==> src/seq_pkg.sv <==
// Constants and carrier types shared by the filter sequencer files
`default_nettype none
package seq_pkg;

  // ------------------------------------------------------------
  // Clock and timing
  // ------------------------------------------------------------
  localparam int unsigned CLK_PERIOD_NS = 20;
  localparam int unsigned CNT_W = 14;
  localparam int unsigned CONV_W = 6;
  localparam int unsigned CNT_TOP = CNT_W - 1;
  localparam int unsigned DECIM_CYCLES = 64;
  localparam int unsigned SETTLE_CYCLES = 8192;
  localparam int unsigned FILTER_SETTLE_CYCLES = 5376;
  localparam int unsigned GROUP_DELAY_CYCLES = 2688;

  // ------------------------------------------------------------
  // Counter values
  // ------------------------------------------------------------
  localparam logic [CNT_W-1:0] CNT_RESET = 14'h0000;
  localparam logic [CNT_W-1:0] CNT_ONE = 14'h0001;
  localparam logic [CONV_W-1:0] CONV_LAST = 6'h3F;

  // ------------------------------------------------------------
  // Pin group carried through the synchroniser
  // ------------------------------------------------------------
  typedef struct packed {
    logic sync;
    logic reset;
    logic cal;
    logic frame_sync;
    logic serial_mode;
  } pins_t;

  localparam int unsigned PINS_W = $bits(pins_t);
  localparam logic [PINS_W-1:0] PINS_RESET = 5'h00;

  // ------------------------------------------------------------
  // Sequencer states
  // ------------------------------------------------------------
  typedef enum logic [1:0] {
    ST_HOLD,
    ST_SETTLE,
    ST_LOAD,
    ST_RUN
  } seq_state_t;

  // ------------------------------------------------------------
  // Registered output group
  // ------------------------------------------------------------
  typedef struct packed {
    logic result_valid;
    logic result_ready_n;
    logic update;
    logic filter_reset;
    logic modulator_reset;
    logic cal_clear;
  } status_t;

  localparam logic [5:0] STATUS_RESET = 6'h10;

endpackage : seq_pkg
`default_nettype wire

==> src/pin_sync.sv <==
// Two-flop synchroniser for the sequencer's asynchronous pin group
`default_nettype none
module pin_sync (
  input wire logic clk_i,
  input wire logic nrst_i,
  input wire seq_pkg::pins_t pins_i,
  output seq_pkg::pins_t pins_o
);

  // ------------------------------------------------------------
  // Synchroniser stages
  // ------------------------------------------------------------
  // First stage is read only by the second stage
  logic [seq_pkg::PINS_W-1:0] meta_r;
  logic [seq_pkg::PINS_W-1:0] stable_r;

  always_ff @(posedge clk_i or negedge nrst_i) begin
    if (!nrst_i) begin
      meta_r <= seq_pkg::PINS_RESET;
      stable_r <= seq_pkg::PINS_RESET;
    end else begin
      meta_r <= pins_i;
      stable_r <= meta_r;
    end
  end

  assign pins_o = stable_r;

endmodule : pin_sync
`default_nettype wire

==> src/filter_sequencer_sync_control.sv <==
// Filter sequencer: cycle counter, decimation pacing and sync/settle control
`default_nettype none
module filter_sequencer_sync_control (
  input wire logic CLK_I,
  input wire logic NRST_I,
  input wire logic SYNC_I,
  input wire logic RESET_I,
  input wire logic CAL_I,
  input wire logic FRAME_SYNC_INPUT_I,
  input wire logic SERIAL_MODE_I,
  output logic SERIAL_RESULT_VALID_O,
  output logic PARALLEL_RESULT_READY_N_O,
  output logic OUTPUT_UPDATE_O,
  output logic FILTER_RESET_O,
  output logic MODULATOR_RESET_O,
  output logic CAL_REGS_CLEAR_O,
  output logic [seq_pkg::CNT_W-1:0] CYCLE_COUNT_O
);

  // ------------------------------------------------------------
  // Pin synchronisation
  // ------------------------------------------------------------
  seq_pkg::pins_t pins_raw;
  seq_pkg::pins_t pins_s;

  assign pins_raw.sync = SYNC_I;
  assign pins_raw.reset = RESET_I;
  assign pins_raw.cal = CAL_I;
  assign pins_raw.frame_sync = FRAME_SYNC_INPUT_I;
  assign pins_raw.serial_mode = SERIAL_MODE_I;

  // Two clocks of latency apply equally to every device on a shared sync
  pin_sync u_pin_sync (
    .clk_i(CLK_I),
    .nrst_i(NRST_I),
    .pins_i(pins_raw),
    .pins_o(pins_s)
  );

  // ------------------------------------------------------------
  // Registers
  // ------------------------------------------------------------
  logic [seq_pkg::CNT_W-1:0] count_r;
  logic [seq_pkg::CNT_W-1:0] count_nxt;
  seq_pkg::seq_state_t state_r;
  seq_pkg::seq_state_t state_nxt;
  seq_pkg::status_t status_r;
  seq_pkg::status_t status_nxt;
  logic hold_prev_r;
  logic fsi_prev_r;
  logic cal_prev_r;
  logic fsi_seen_r;
  logic fsi_seen_nxt;
  logic cal_pend_r;
  logic cal_pend_nxt;
  logic settled_r;
  logic settled_nxt;

  // ------------------------------------------------------------
  // Event decode
  // ------------------------------------------------------------
  wire hold_req;
  wire hold_rise;
  wire fsi_rise;
  wire first_fsi;
  wire cal_rise;
  wire conv_end;
  wire cal_go;
  wire restart;
  wire running;
  wire top_reached;
  wire [seq_pkg::CNT_W-1:0] count_inc;

  // Reset pin holds the count and state exactly like sync, and alone drives modulator reset and cal clear
  assign hold_req = pins_s.sync | pins_s.reset;
  assign hold_rise = hold_req & ~hold_prev_r;
  assign fsi_rise = pins_s.frame_sync & ~fsi_prev_r;
  assign first_fsi = fsi_rise & ~fsi_seen_r;
  assign cal_rise = pins_s.cal & ~cal_prev_r;
  assign conv_end = (count_r[seq_pkg::CONV_W-1:0] == seq_pkg::CONV_LAST);
  assign running = (state_r != seq_pkg::ST_HOLD);

  // Calibration waits for the running conversion to finish
  assign cal_go = cal_pend_r & conv_end & running & ~hold_req;
  assign restart = cal_go | first_fsi;

  // One count per clock, no prescaler, so all rates track the clock
  assign count_inc = count_r + seq_pkg::CNT_ONE;
  assign top_reached = count_nxt[seq_pkg::CNT_TOP];

  // ------------------------------------------------------------
  // Cycle counter next value
  // ------------------------------------------------------------
  always_comb begin
    // Rising edge and held level both pin the count at zero
    if (hold_rise) begin
      count_nxt = seq_pkg::CNT_RESET;
    end else if (hold_req) begin
      count_nxt = seq_pkg::CNT_RESET;
    end else if (restart) begin
      count_nxt = seq_pkg::CNT_RESET;
    end else begin
      count_nxt = count_inc;
    end
  end

  // ------------------------------------------------------------
  // Sequencer state
  // ------------------------------------------------------------
  always_comb begin
    state_nxt = state_r;
    if (hold_req) begin
      state_nxt = seq_pkg::ST_HOLD;
    end else if (restart) begin
      state_nxt = seq_pkg::ST_SETTLE;
    end else begin
      unique case (state_r)
        seq_pkg::ST_HOLD: begin
          // Sync sampled low: filter leaves reset and starts gathering
          state_nxt = seq_pkg::ST_SETTLE;
        end
        seq_pkg::ST_SETTLE: begin
          // Fixed window is longer than true filter settling on purpose
          if (top_reached) begin
            state_nxt = seq_pkg::ST_LOAD;
          end
        end
        seq_pkg::ST_LOAD: begin
          if (conv_end) begin
            state_nxt = seq_pkg::ST_RUN;
          end
        end
        seq_pkg::ST_RUN: begin
          state_nxt = seq_pkg::ST_RUN;
        end
      endcase
    end
  end

  // ------------------------------------------------------------
  // Pending calibration and first frame sync flags
  // ------------------------------------------------------------
  // A new request wins over the clear; sync or reset aborts calibration
  assign cal_pend_nxt = ~hold_req & (cal_rise | (cal_pend_r & ~cal_go));
  assign fsi_seen_nxt = fsi_seen_r | fsi_rise;

  // ------------------------------------------------------------
  // Filter settle guard
  // ------------------------------------------------------------
  wire [seq_pkg::CNT_W-1:0] settle_mark;
  wire settle_hit;

  // True settling is shorter than the top-bit window, so this never delays valid
  assign settle_mark = seq_pkg::FILTER_SETTLE_CYCLES[seq_pkg::CNT_W-1:0];
  assign settle_hit = (count_nxt == settle_mark);
  assign settled_nxt = (settled_r & ~hold_req & ~restart) | settle_hit;

  // ------------------------------------------------------------
  // Output next values
  // ------------------------------------------------------------
  wire valid_win;
  wire ready_win;
  wire valid_nxt;
  wire ready_n_nxt;
  wire update_nxt;
  wire filter_reset_nxt;
  wire modulator_reset_nxt;
  wire cal_clear_nxt;

  // Settle guard is redundant with the top bit, kept so a shorter window cannot leak data on serial valid; parallel ready is not gated by it
  assign valid_win = ((state_nxt == seq_pkg::ST_LOAD) | (state_nxt == seq_pkg::ST_RUN)) & settled_r;
  assign ready_win = (state_nxt == seq_pkg::ST_RUN);

  // Valid is low whenever the word may be stale or unsettled
  assign valid_nxt = pins_s.serial_mode & valid_win;
  // Ready idles high in serial mode since nobody reads it there
  assign ready_n_nxt = ~(~pins_s.serial_mode & ready_win);
  assign update_nxt = conv_end & running & ~hold_req & ~restart;
  assign filter_reset_nxt = hold_req;
  assign modulator_reset_nxt = pins_s.reset;
  // Sync alone never touches the calibration registers
  assign cal_clear_nxt = pins_s.reset;

  always_comb begin
    status_nxt.result_valid = valid_nxt;
    status_nxt.result_ready_n = ready_n_nxt;
    status_nxt.update = update_nxt;
    status_nxt.filter_reset = filter_reset_nxt;
    status_nxt.modulator_reset = modulator_reset_nxt;
    status_nxt.cal_clear = cal_clear_nxt;
  end

  // ------------------------------------------------------------
  // Flip-flops
  // ------------------------------------------------------------
  always_ff @(posedge CLK_I or negedge NRST_I) begin
    if (!NRST_I) begin
      count_r <= seq_pkg::CNT_RESET;
    end else begin
      count_r <= count_nxt;
    end
  end

  always_ff @(posedge CLK_I or negedge NRST_I) begin
    if (!NRST_I) begin
      state_r <= seq_pkg::ST_SETTLE;
    end else begin
      state_r <= state_nxt;
    end
  end

  always_ff @(posedge CLK_I or negedge NRST_I) begin
    if (!NRST_I) begin
      status_r <= seq_pkg::STATUS_RESET;
    end else begin
      status_r <= status_nxt;
    end
  end

  // Edge detectors reset to the idle low level so no false edge follows reset
  always_ff @(posedge CLK_I or negedge NRST_I) begin
    if (!NRST_I) begin
      hold_prev_r <= 1'b0;
    end else begin
      hold_prev_r <= hold_req;
    end
  end

  always_ff @(posedge CLK_I or negedge NRST_I) begin
    if (!NRST_I) begin
      fsi_prev_r <= 1'b0;
    end else begin
      fsi_prev_r <= pins_s.frame_sync;
    end
  end

  always_ff @(posedge CLK_I or negedge NRST_I) begin
    if (!NRST_I) begin
      cal_prev_r <= 1'b0;
    end else begin
      cal_prev_r <= pins_s.cal;
    end
  end

  always_ff @(posedge CLK_I or negedge NRST_I) begin
    if (!NRST_I) begin
      fsi_seen_r <= 1'b0;
    end else begin
      fsi_seen_r <= fsi_seen_nxt;
    end
  end

  always_ff @(posedge CLK_I or negedge NRST_I) begin
    if (!NRST_I) begin
      cal_pend_r <= 1'b0;
    end else begin
      cal_pend_r <= cal_pend_nxt;
    end
  end

  // Settle flag clears with any restart so a fresh window is always required
  always_ff @(posedge CLK_I or negedge NRST_I) begin
    if (!NRST_I) begin
      settled_r <= 1'b0;
    end else begin
      settled_r <= settled_nxt;
    end
  end

  // ------------------------------------------------------------
  // Outputs
  // ------------------------------------------------------------
  assign SERIAL_RESULT_VALID_O = status_r.result_valid;
  assign PARALLEL_RESULT_READY_N_O = status_r.result_ready_n;
  assign OUTPUT_UPDATE_O = status_r.update;
  assign FILTER_RESET_O = status_r.filter_reset;
  assign MODULATOR_RESET_O = status_r.modulator_reset;
  assign CAL_REGS_CLEAR_O = status_r.cal_clear;
  assign CYCLE_COUNT_O = count_r;

endmodule : filter_sequencer_sync_control
`default_nettype wire

==> config.mk <==
export PLATFORM = sky130hd
export DESIGN_NAME = filter_sequencer_sync_control
export DESIGN_NICKNAME = d
export VERILOG_FILES = /design/src/seq_pkg.sv /design/src/pin_sync.sv /design/src/filter_sequencer_sync_control.sv
export SDC_FILE = /design/constraint.sdc
export NUM_CORES = 1
export LEC_CHECK = 0
export BUFFER_PORTS_ARGS = -buffer_cell sky130_fd_sc_hd__buf_2
export CAP_MARGIN = 5
export CORE_MARGIN = 2
export CORE_UTILIZATION = 54
export CTS_CLUSTER_SIZE = 10
export DETAILED_ROUTE_END_ITERATION = 7
export PLACE_DENSITY = 0.87
export SYNTH_ARGS = -nofsm -noshare
export SYNTH_HDL_FRONTEND = slang
export SYNTH_HIERARCHICAL = 1
export SYNTH_SLANG_ARGS = --single-unit
==> constraint.sdc <==
create_clock -name CLK_I -period 2 [get_ports CLK_I]
set_input_delay 0.1 -clock CLK_I [delete_from_list [all_inputs] [get_ports CLK_I]]
set_output_delay 0.1 -clock CLK_I [all_outputs]
set_load 0.005 [all_outputs]
Word-level counts from Yosys, hierarchy flattened
Index checks and enable logic that the tools add are counted.
{ "classes": {"n_eq_ne": 7, "reduce_logical": 2, "bitwise": 32, "addsub": 1, "mux": 8} }
{ "op_table": {"columns": ["operator", "count"], "rows": [
  ["$mux W14", 3],
  ["$and A1 B1 Y1", 17],
  ["$add A14 B1 Y14 const B", 1],
  ["$eq A14 B13 Y1 const B", 1],
  ["$not A1 Y1", 9],
  ["$eq A2 B2 Y1 const B", 4],
  ["$mux W2", 4],
  ["$pmux W2 S4", 1],
  ["$eq A6 B6 Y1 const B", 1],
  ["$or A1 B1 Y1", 6],
  ["$eq A2 B1 Y1 const B", 1],
  ["$logic_not A2 Y1", 1],
  ["$reduce_bool A2 Y1", 1]
]} }
{ "totals": {"reg_bits": 36, "elab_cells": 64, "out_inout_bits": 20} }

Depth between registers and ports, before layout
{ "logic_depth": {"word_depth": 16, "mapped_depth": 7, "ltp_nobuf": 6} }

Cells and area by module
Netlist, hierarchy kept.
{ "modules_own_cells": {"columns": ["module", "cells_each", "area_per_inst_um2", "seq_area_each_um2", "n_inst"], "rows": [
  ["filter_sequencer_sync_control", 137, 1367.6, 653.1, 1],
  ["pin_sync", 10, 250.2, 250.2, 1]
]} }

Worst setup path before layout
Ideal clock, no wire load.
{ "synth_timing": {"kind": "register -> register", "from": "register count_r, in the netlist CYCLE_COUNT_O[0]", "to": "register settled_r", "required_time_ns": 1.908, "t_arrival_ns": 1.756, "period_less_slack_ns": 1.847, "path_slack_ns": 0.153, "setup_time_ns": 0.092, "path_stages_with_launch": 8, "path_cell_list": "dfrtp_1 ha_1 buf_6 nand3_2 or4_4 a31oi_4 o21ai_2 o31ai_2"} }
{ "synth_between": {"elab_chain_cells": 10, "elab_cells_between_ends": 13} }
{ "synth_lines": {"columns": ["item", "line", "text"], "rows": [
  ["from (decl)", "filter_sequencer_sync_control.sv:43", "logic [seq_pkg::CNT_W-1:0] count_r;"],
  ["from (signal assigned)", "filter_sequencer_sync_control.sv:198", "count_r <= seq_pkg::CNT_RESET;"],
  ["from (signal assigned)", "filter_sequencer_sync_control.sv:200", "count_r <= count_nxt;"],
  ["branches (longest 5 deep; another with $add A14 B1 Y14)", null, null],
  ["$mux W14 (*)", "filter_sequencer_sync_control.sv:100", "end else if (restart) begin"],
  ["$mux W14 (*)", "filter_sequencer_sync_control.sv:98", "end else if (hold_req) begin"],
  ["$mux W14 (*)", "filter_sequencer_sync_control.sv:96", "if (hold_rise) begin"],
  ["net count_nxt, one bit", "filter_sequencer_sync_control.sv:44", "logic [seq_pkg::CNT_W-1:0] count_nxt;"],
  ["$eq A14 B13 Y1 (*)", "filter_sequencer_sync_control.sv:155", "assign settle_hit = (count_nxt == settle_mark);"],
  ["$or A1 B1 Y1 (*)", "filter_sequencer_sync_control.sv:156", "assign settled_nxt = (settled_r & ~hold_req & ~restart) | settle_hit;"],
  ["net settled_nxt", "filter_sequencer_sync_control.sv:57", "logic settled_nxt;"],
  ["to (signal assigned)", "filter_sequencer_sync_control.sv:266", "settled_r <= settled_nxt;"],
  ["to (decl)", "filter_sequencer_sync_control.sv:56", "logic settled_r;"]
]} }
Mark *: on every way through the listed nets, which the timed path passes.

Worst setup path after layout
{ "layout_timing": {"from": "register count_r, in the netlist CYCLE_COUNT_O[4]", "to": "register status_r, in the netlist SERIAL_RESULT_VALID_O"} }
{ "layout_between": {"elab_chain_cells": 16, "elab_cells_between_ends": 19} }
{ "layout_lines": {"columns": ["item", "line", "text"], "rows": [
  ["branches (longest 10 deep; another with $add A14 B1 Y14)", null, null],
  ["$mux W2 (*)", "filter_sequencer_sync_control.sv:114", "end else if (restart) begin"],
  ["$mux W2 (*)", "filter_sequencer_sync_control.sv:112", "if (hold_req) begin"],
  ["$eq A2 B2 Y1", "filter_sequencer_sync_control.sv:171", "assign valid_win = ((state_nxt == seq_pkg::ST_LOAD) | (state_nxt == seq_pkg::ST_RUN)) & settled_r;"],
  ["$or A1 B1 Y1 (*)", "filter_sequencer_sync_control.sv:171", null],
  ["$and A1 B1 Y1 (*)", "filter_sequencer_sync_control.sv:171", null],
  ["$and A1 B1 Y1 (*)", "filter_sequencer_sync_control.sv:175", "assign valid_nxt = pins_s.serial_mode & valid_win;"],
  ["net valid_nxt", "filter_sequencer_sync_control.sv:163", "wire valid_nxt;"],
  ["to (signal assigned)", "filter_sequencer_sync_control.sv:214", "status_r <= seq_pkg::STATUS_RESET;"],
  ["to (signal assigned)", "filter_sequencer_sync_control.sv:216", "status_r <= status_nxt;"],
  ["to (decl)", "filter_sequencer_sync_control.sv:47", "seq_pkg::status_t status_r;"]
]} }
Marked as above.

==> results.py <==
metrics = {
    "detailed_routing": {
        "wirelength_mm": 3.41,
        "dr.pass1.iters": 6,
        "ant_nets": 0,
        "wl_per_cell_um": 15.9,
        "drcViolationCount": 1,
        "drt-initial-drc-count": 44,
        "via_per_inst": 5.91,
        "num_vias": 1264,
    },
    "global_route": {
        "grt_max_degree": 37,
        "grt_usage_pct": 21.5,
        "antenna_found_initial": 0,
        "overflow": 0,
        "grt_pass1_wl_mm": 5.43,
        "grt_pass1_vias": 1195,
    },
    "synthesis": {
        "synth_fp_nets": 155,
        "synth_top_cell_area_share_pct": 52.6,
        "synth_cell_type_count": 45,
        "synth.yosys.warnings": 6,
        "ys_seq_elements": 36,
        "synth.cell_area_um2": 1620,
        "ys.flop_type": "dfrtp_1",
        "yosys-top-cells-area": "dfrtp_1 (53%), nor2_1 (4.2%), dfstp_2 (3.2%)",
        "synthArstFlopShare_pct": 100,
        "postSynthCellCount": 147,
        "yosysMostFrequentCell": "dfrtp_1",
        "synth_common_cells": "dfrtp_1 (34), nor2_1 (18), nand2_1 (8)",
        "syn_avg_cell_area_um2": 11.0,
        "synth_top_area_cell": "dfrtp_1",
        "synth-edff-count": 0,
        "seq_area_frac_synth_pct": 55.8,
    },
    "critical_path": {
        "worstPathRequired_ns": 2.27,
        "slowest_stage": "dfrtp_1",
        "worst-path-buf-inv": 0,
        "cp.arrival_ns": 2.12,
        "critPathTopFamily": "simple AND/OR/NAND/NOR gates",
        "crit_fanout": 10,
        "crit_path_start_kind": "flip-flop",
        "endpoint_kind": "flip-flop",
        "slowest_delay_ns": 0.58,
        "path_class": "flip-flop to flip-flop",
        "crit_chain": "nand3_1 > nor4_1 > xor2_1 > a21oi_1 > nor3_1",
    },
    "finish": {
        "final_core_util_pct": 66.6,
        "drive_gt1_share_pct": 28.4,
        "syn2layout_area_growth_pct": 15.5,
        "final_nets": 190,
        "diodes": 0,
        "fillCellCount": 221,
        "layoutNonFillerInstCount": 214,
    },
    "sta": {
        "final-setup-viol-count": 0,
        "fin_tns_setup_ns": 0,
        "drv_slew": 0,
        "fmax_mhz": 541,
        "period_minus_slack_ns": 1.85,
        "slew_headroom_pct": 48.5,
        "hold_ws_ns": 0.344,
        "finClkSkew_ns": 0.0184,
        "tightestPinTransition_ns": 0.773,
        "hold_violations": 0,
        "rsz0062_at_grt": "no",
        "period_share_pct": 92.4,
    },
    "power_and_ir_drop": {
        "power.density_nw_per_um2": 643,
        "ir_drop_uv": 607,
        "p_leak_nw": 0.835,
        "total_power_mw": 1.20,
    },
    "floorplan": {
        "initial_utilization_pct": 57.7,
        "rows": 19,
        "die_area_um2": 3450,
        "core_area_um2": 2810,
        "die_x_um": 58.7,
        "die_h_um": 58.7,
        "design.portCount": 27,
    },
    "clocking": {
        "insertion_delay_ns": 0.36,
        "cts_tree": "done",
        "clkTransAtPathRegs_ns": 0.12,
        "clk_path_buf_depth": 2,
        "cts_sinks": 36,
        "htree_levels": 2,
        "root_buffer": "clkbuf_4",
        "numCtsBuffers": 5,
        "post_cts.repair.setup_buffers": 0,
    },
    "run_status": {
        "run_status": "complete, but fails checks",
        "violations": "design-rule violations",
    },
    "placement": {
        "dp_hpwl_mm": 2.38,
        "gp_congestion": 0.903,
        "dp_cells": 200,
        "port-buffer-count": 26,
    },
    "job": {
        "max_cap_viol_count": 0,
    },
    "hold_path": {
        "hold_class": "input pin to async pin",
    },
}
==> cells by family (layout without fill, tap and decap cells) <==
group / after synthesis / in the layout / synth area share (%)
AO/OA/AOI/OAI: 21 / 21 / 10.3
AND/OR/NAND/NOR: 64 / 64 / 21.2
XOR/XNOR: 11 / 11 / 5.95
adder cells (fa/ha/maj): 1 / 1 / 0.773
buffers and inverters: 14 / 50 / 5.95
flip-flops: 36 / 36 / 55.8
==> worst register-to-register path: cells and delay by family, from the launching register on <==
kind             cells  cell delay, ns
AND/OR/NAND/NOR      3            0.72
XOR/XNOR             1            0.30
AO/OA/AOI/OAI        1            0.15
flip-flops           1            0.58
==> power breakdown <==
group | switching (mW) | internal (mW) | total [mW]
Clock | 0.250 | 0.135 | 0.385
Combinational | 0.0366 | 0.0253 | 0.0618
Sequential | 0.00863 | 0.746 | 0.755
==> layer usage <==
metal,vias to the layer above,wire length (um),GRT usage (%)
met5,-,0,0
met4,0,91,10.4
met3,13,247,6.59
met2,60,1690,33.3
met1,607,1380,27.6
li1,584,-,-
==> state kept, by name (all words and copies together), names as in the netlist, 2 cells and up <==
signal             count
CYCLE_COUNT_O         14
state_r                2
u_pin_sync/meta_r      5
u_pin_sync/pins_o      5
==> per-stage QoR <==
stage,setup WS [ns],area [um^2]
2_1_floorplan,0.153,1620
3_3_place_gp,0.145,1750
3_5_place_dp,0.0839,1750
4_1_cts,0.0893,1870
5_1_grt,0.00509,1870
6_report,0.151,1870
==> final timing paths <==
check	from	slack, ns	endpoint	depth (start not counted)
setup / recovery	CYCLE_COUNT_O[4]$_DFF_PN0_	0.15	SERIAL_RESULT_VALID_O$_DFF_PN0_	5
hold / removal	NRST_I	0.34	CYCLE_COUNT_O[8]$_DFF_PN0_	2
setup reg to reg	CYCLE_COUNT_O[4]$_DFF_PN0_	0.15	SERIAL_RESULT_VALID_O$_DFF_PN0_	5
hold reg to reg	u_pin_sync/meta_r[2]$_DFF_PN0_	0.36	u_pin_sync/pins_o[2]$_DFF_PN0_	0
max in group asynchronous	NRST_I	1.15	u_pin_sync/meta_r[4]$_DFF_PN0_	2
min in group CLK_I	u_pin_sync/meta_r[2]$_DFF_PN0_	0.36	u_pin_sync/pins_o[2]$_DFF_PN0_	0
==> layout make-up <==
class / instances / area [um^2] / share of cell area [%]
sequential: 36 / 903 / 48.3
multi-input combinational: 97 / 621 / 33.2
timing repair buffer: 38 / 235 / 12.6
tap: 31 / 38.8 / 2.07
clock buffer: 5 / 37.5 / 2.01
clock inverter: 3 / 18.8 / 1.00
inverter: 4 / 15.0 / 0.803
==> cells in the final DEF (no fill, tap or decap), types with 2 or more instances in the layout <==
master / instances
dfrtp_1: 34
and2_1: 2
buf_2: 26
nand2b_1: 3
o21ai_0: 4
nor2_1: 18
nor3_1: 6
inv_1: 4
clkbuf_4: 5
nand3_1: 4
dlygate4sd3_1: 6
dfstp_2: 2
xnor2_1: 5
nand2_1: 8
a21oi_1: 4
xor2_1: 6
nand3b_1: 4
nor4_1: 2
nand4_1: 6
clkinv_2: 2
and3_1: 3
buf_4: 6
==> what timing repair did <==
item | in CTS | in global routing
hold buffers | 6 | 0
gates resized for setup | 0 | 1
hold endpoints to repair | 39 | 0
setup endpoints to repair | 0 | 2
No activity file was read; power rests on OpenSTA's default activity.
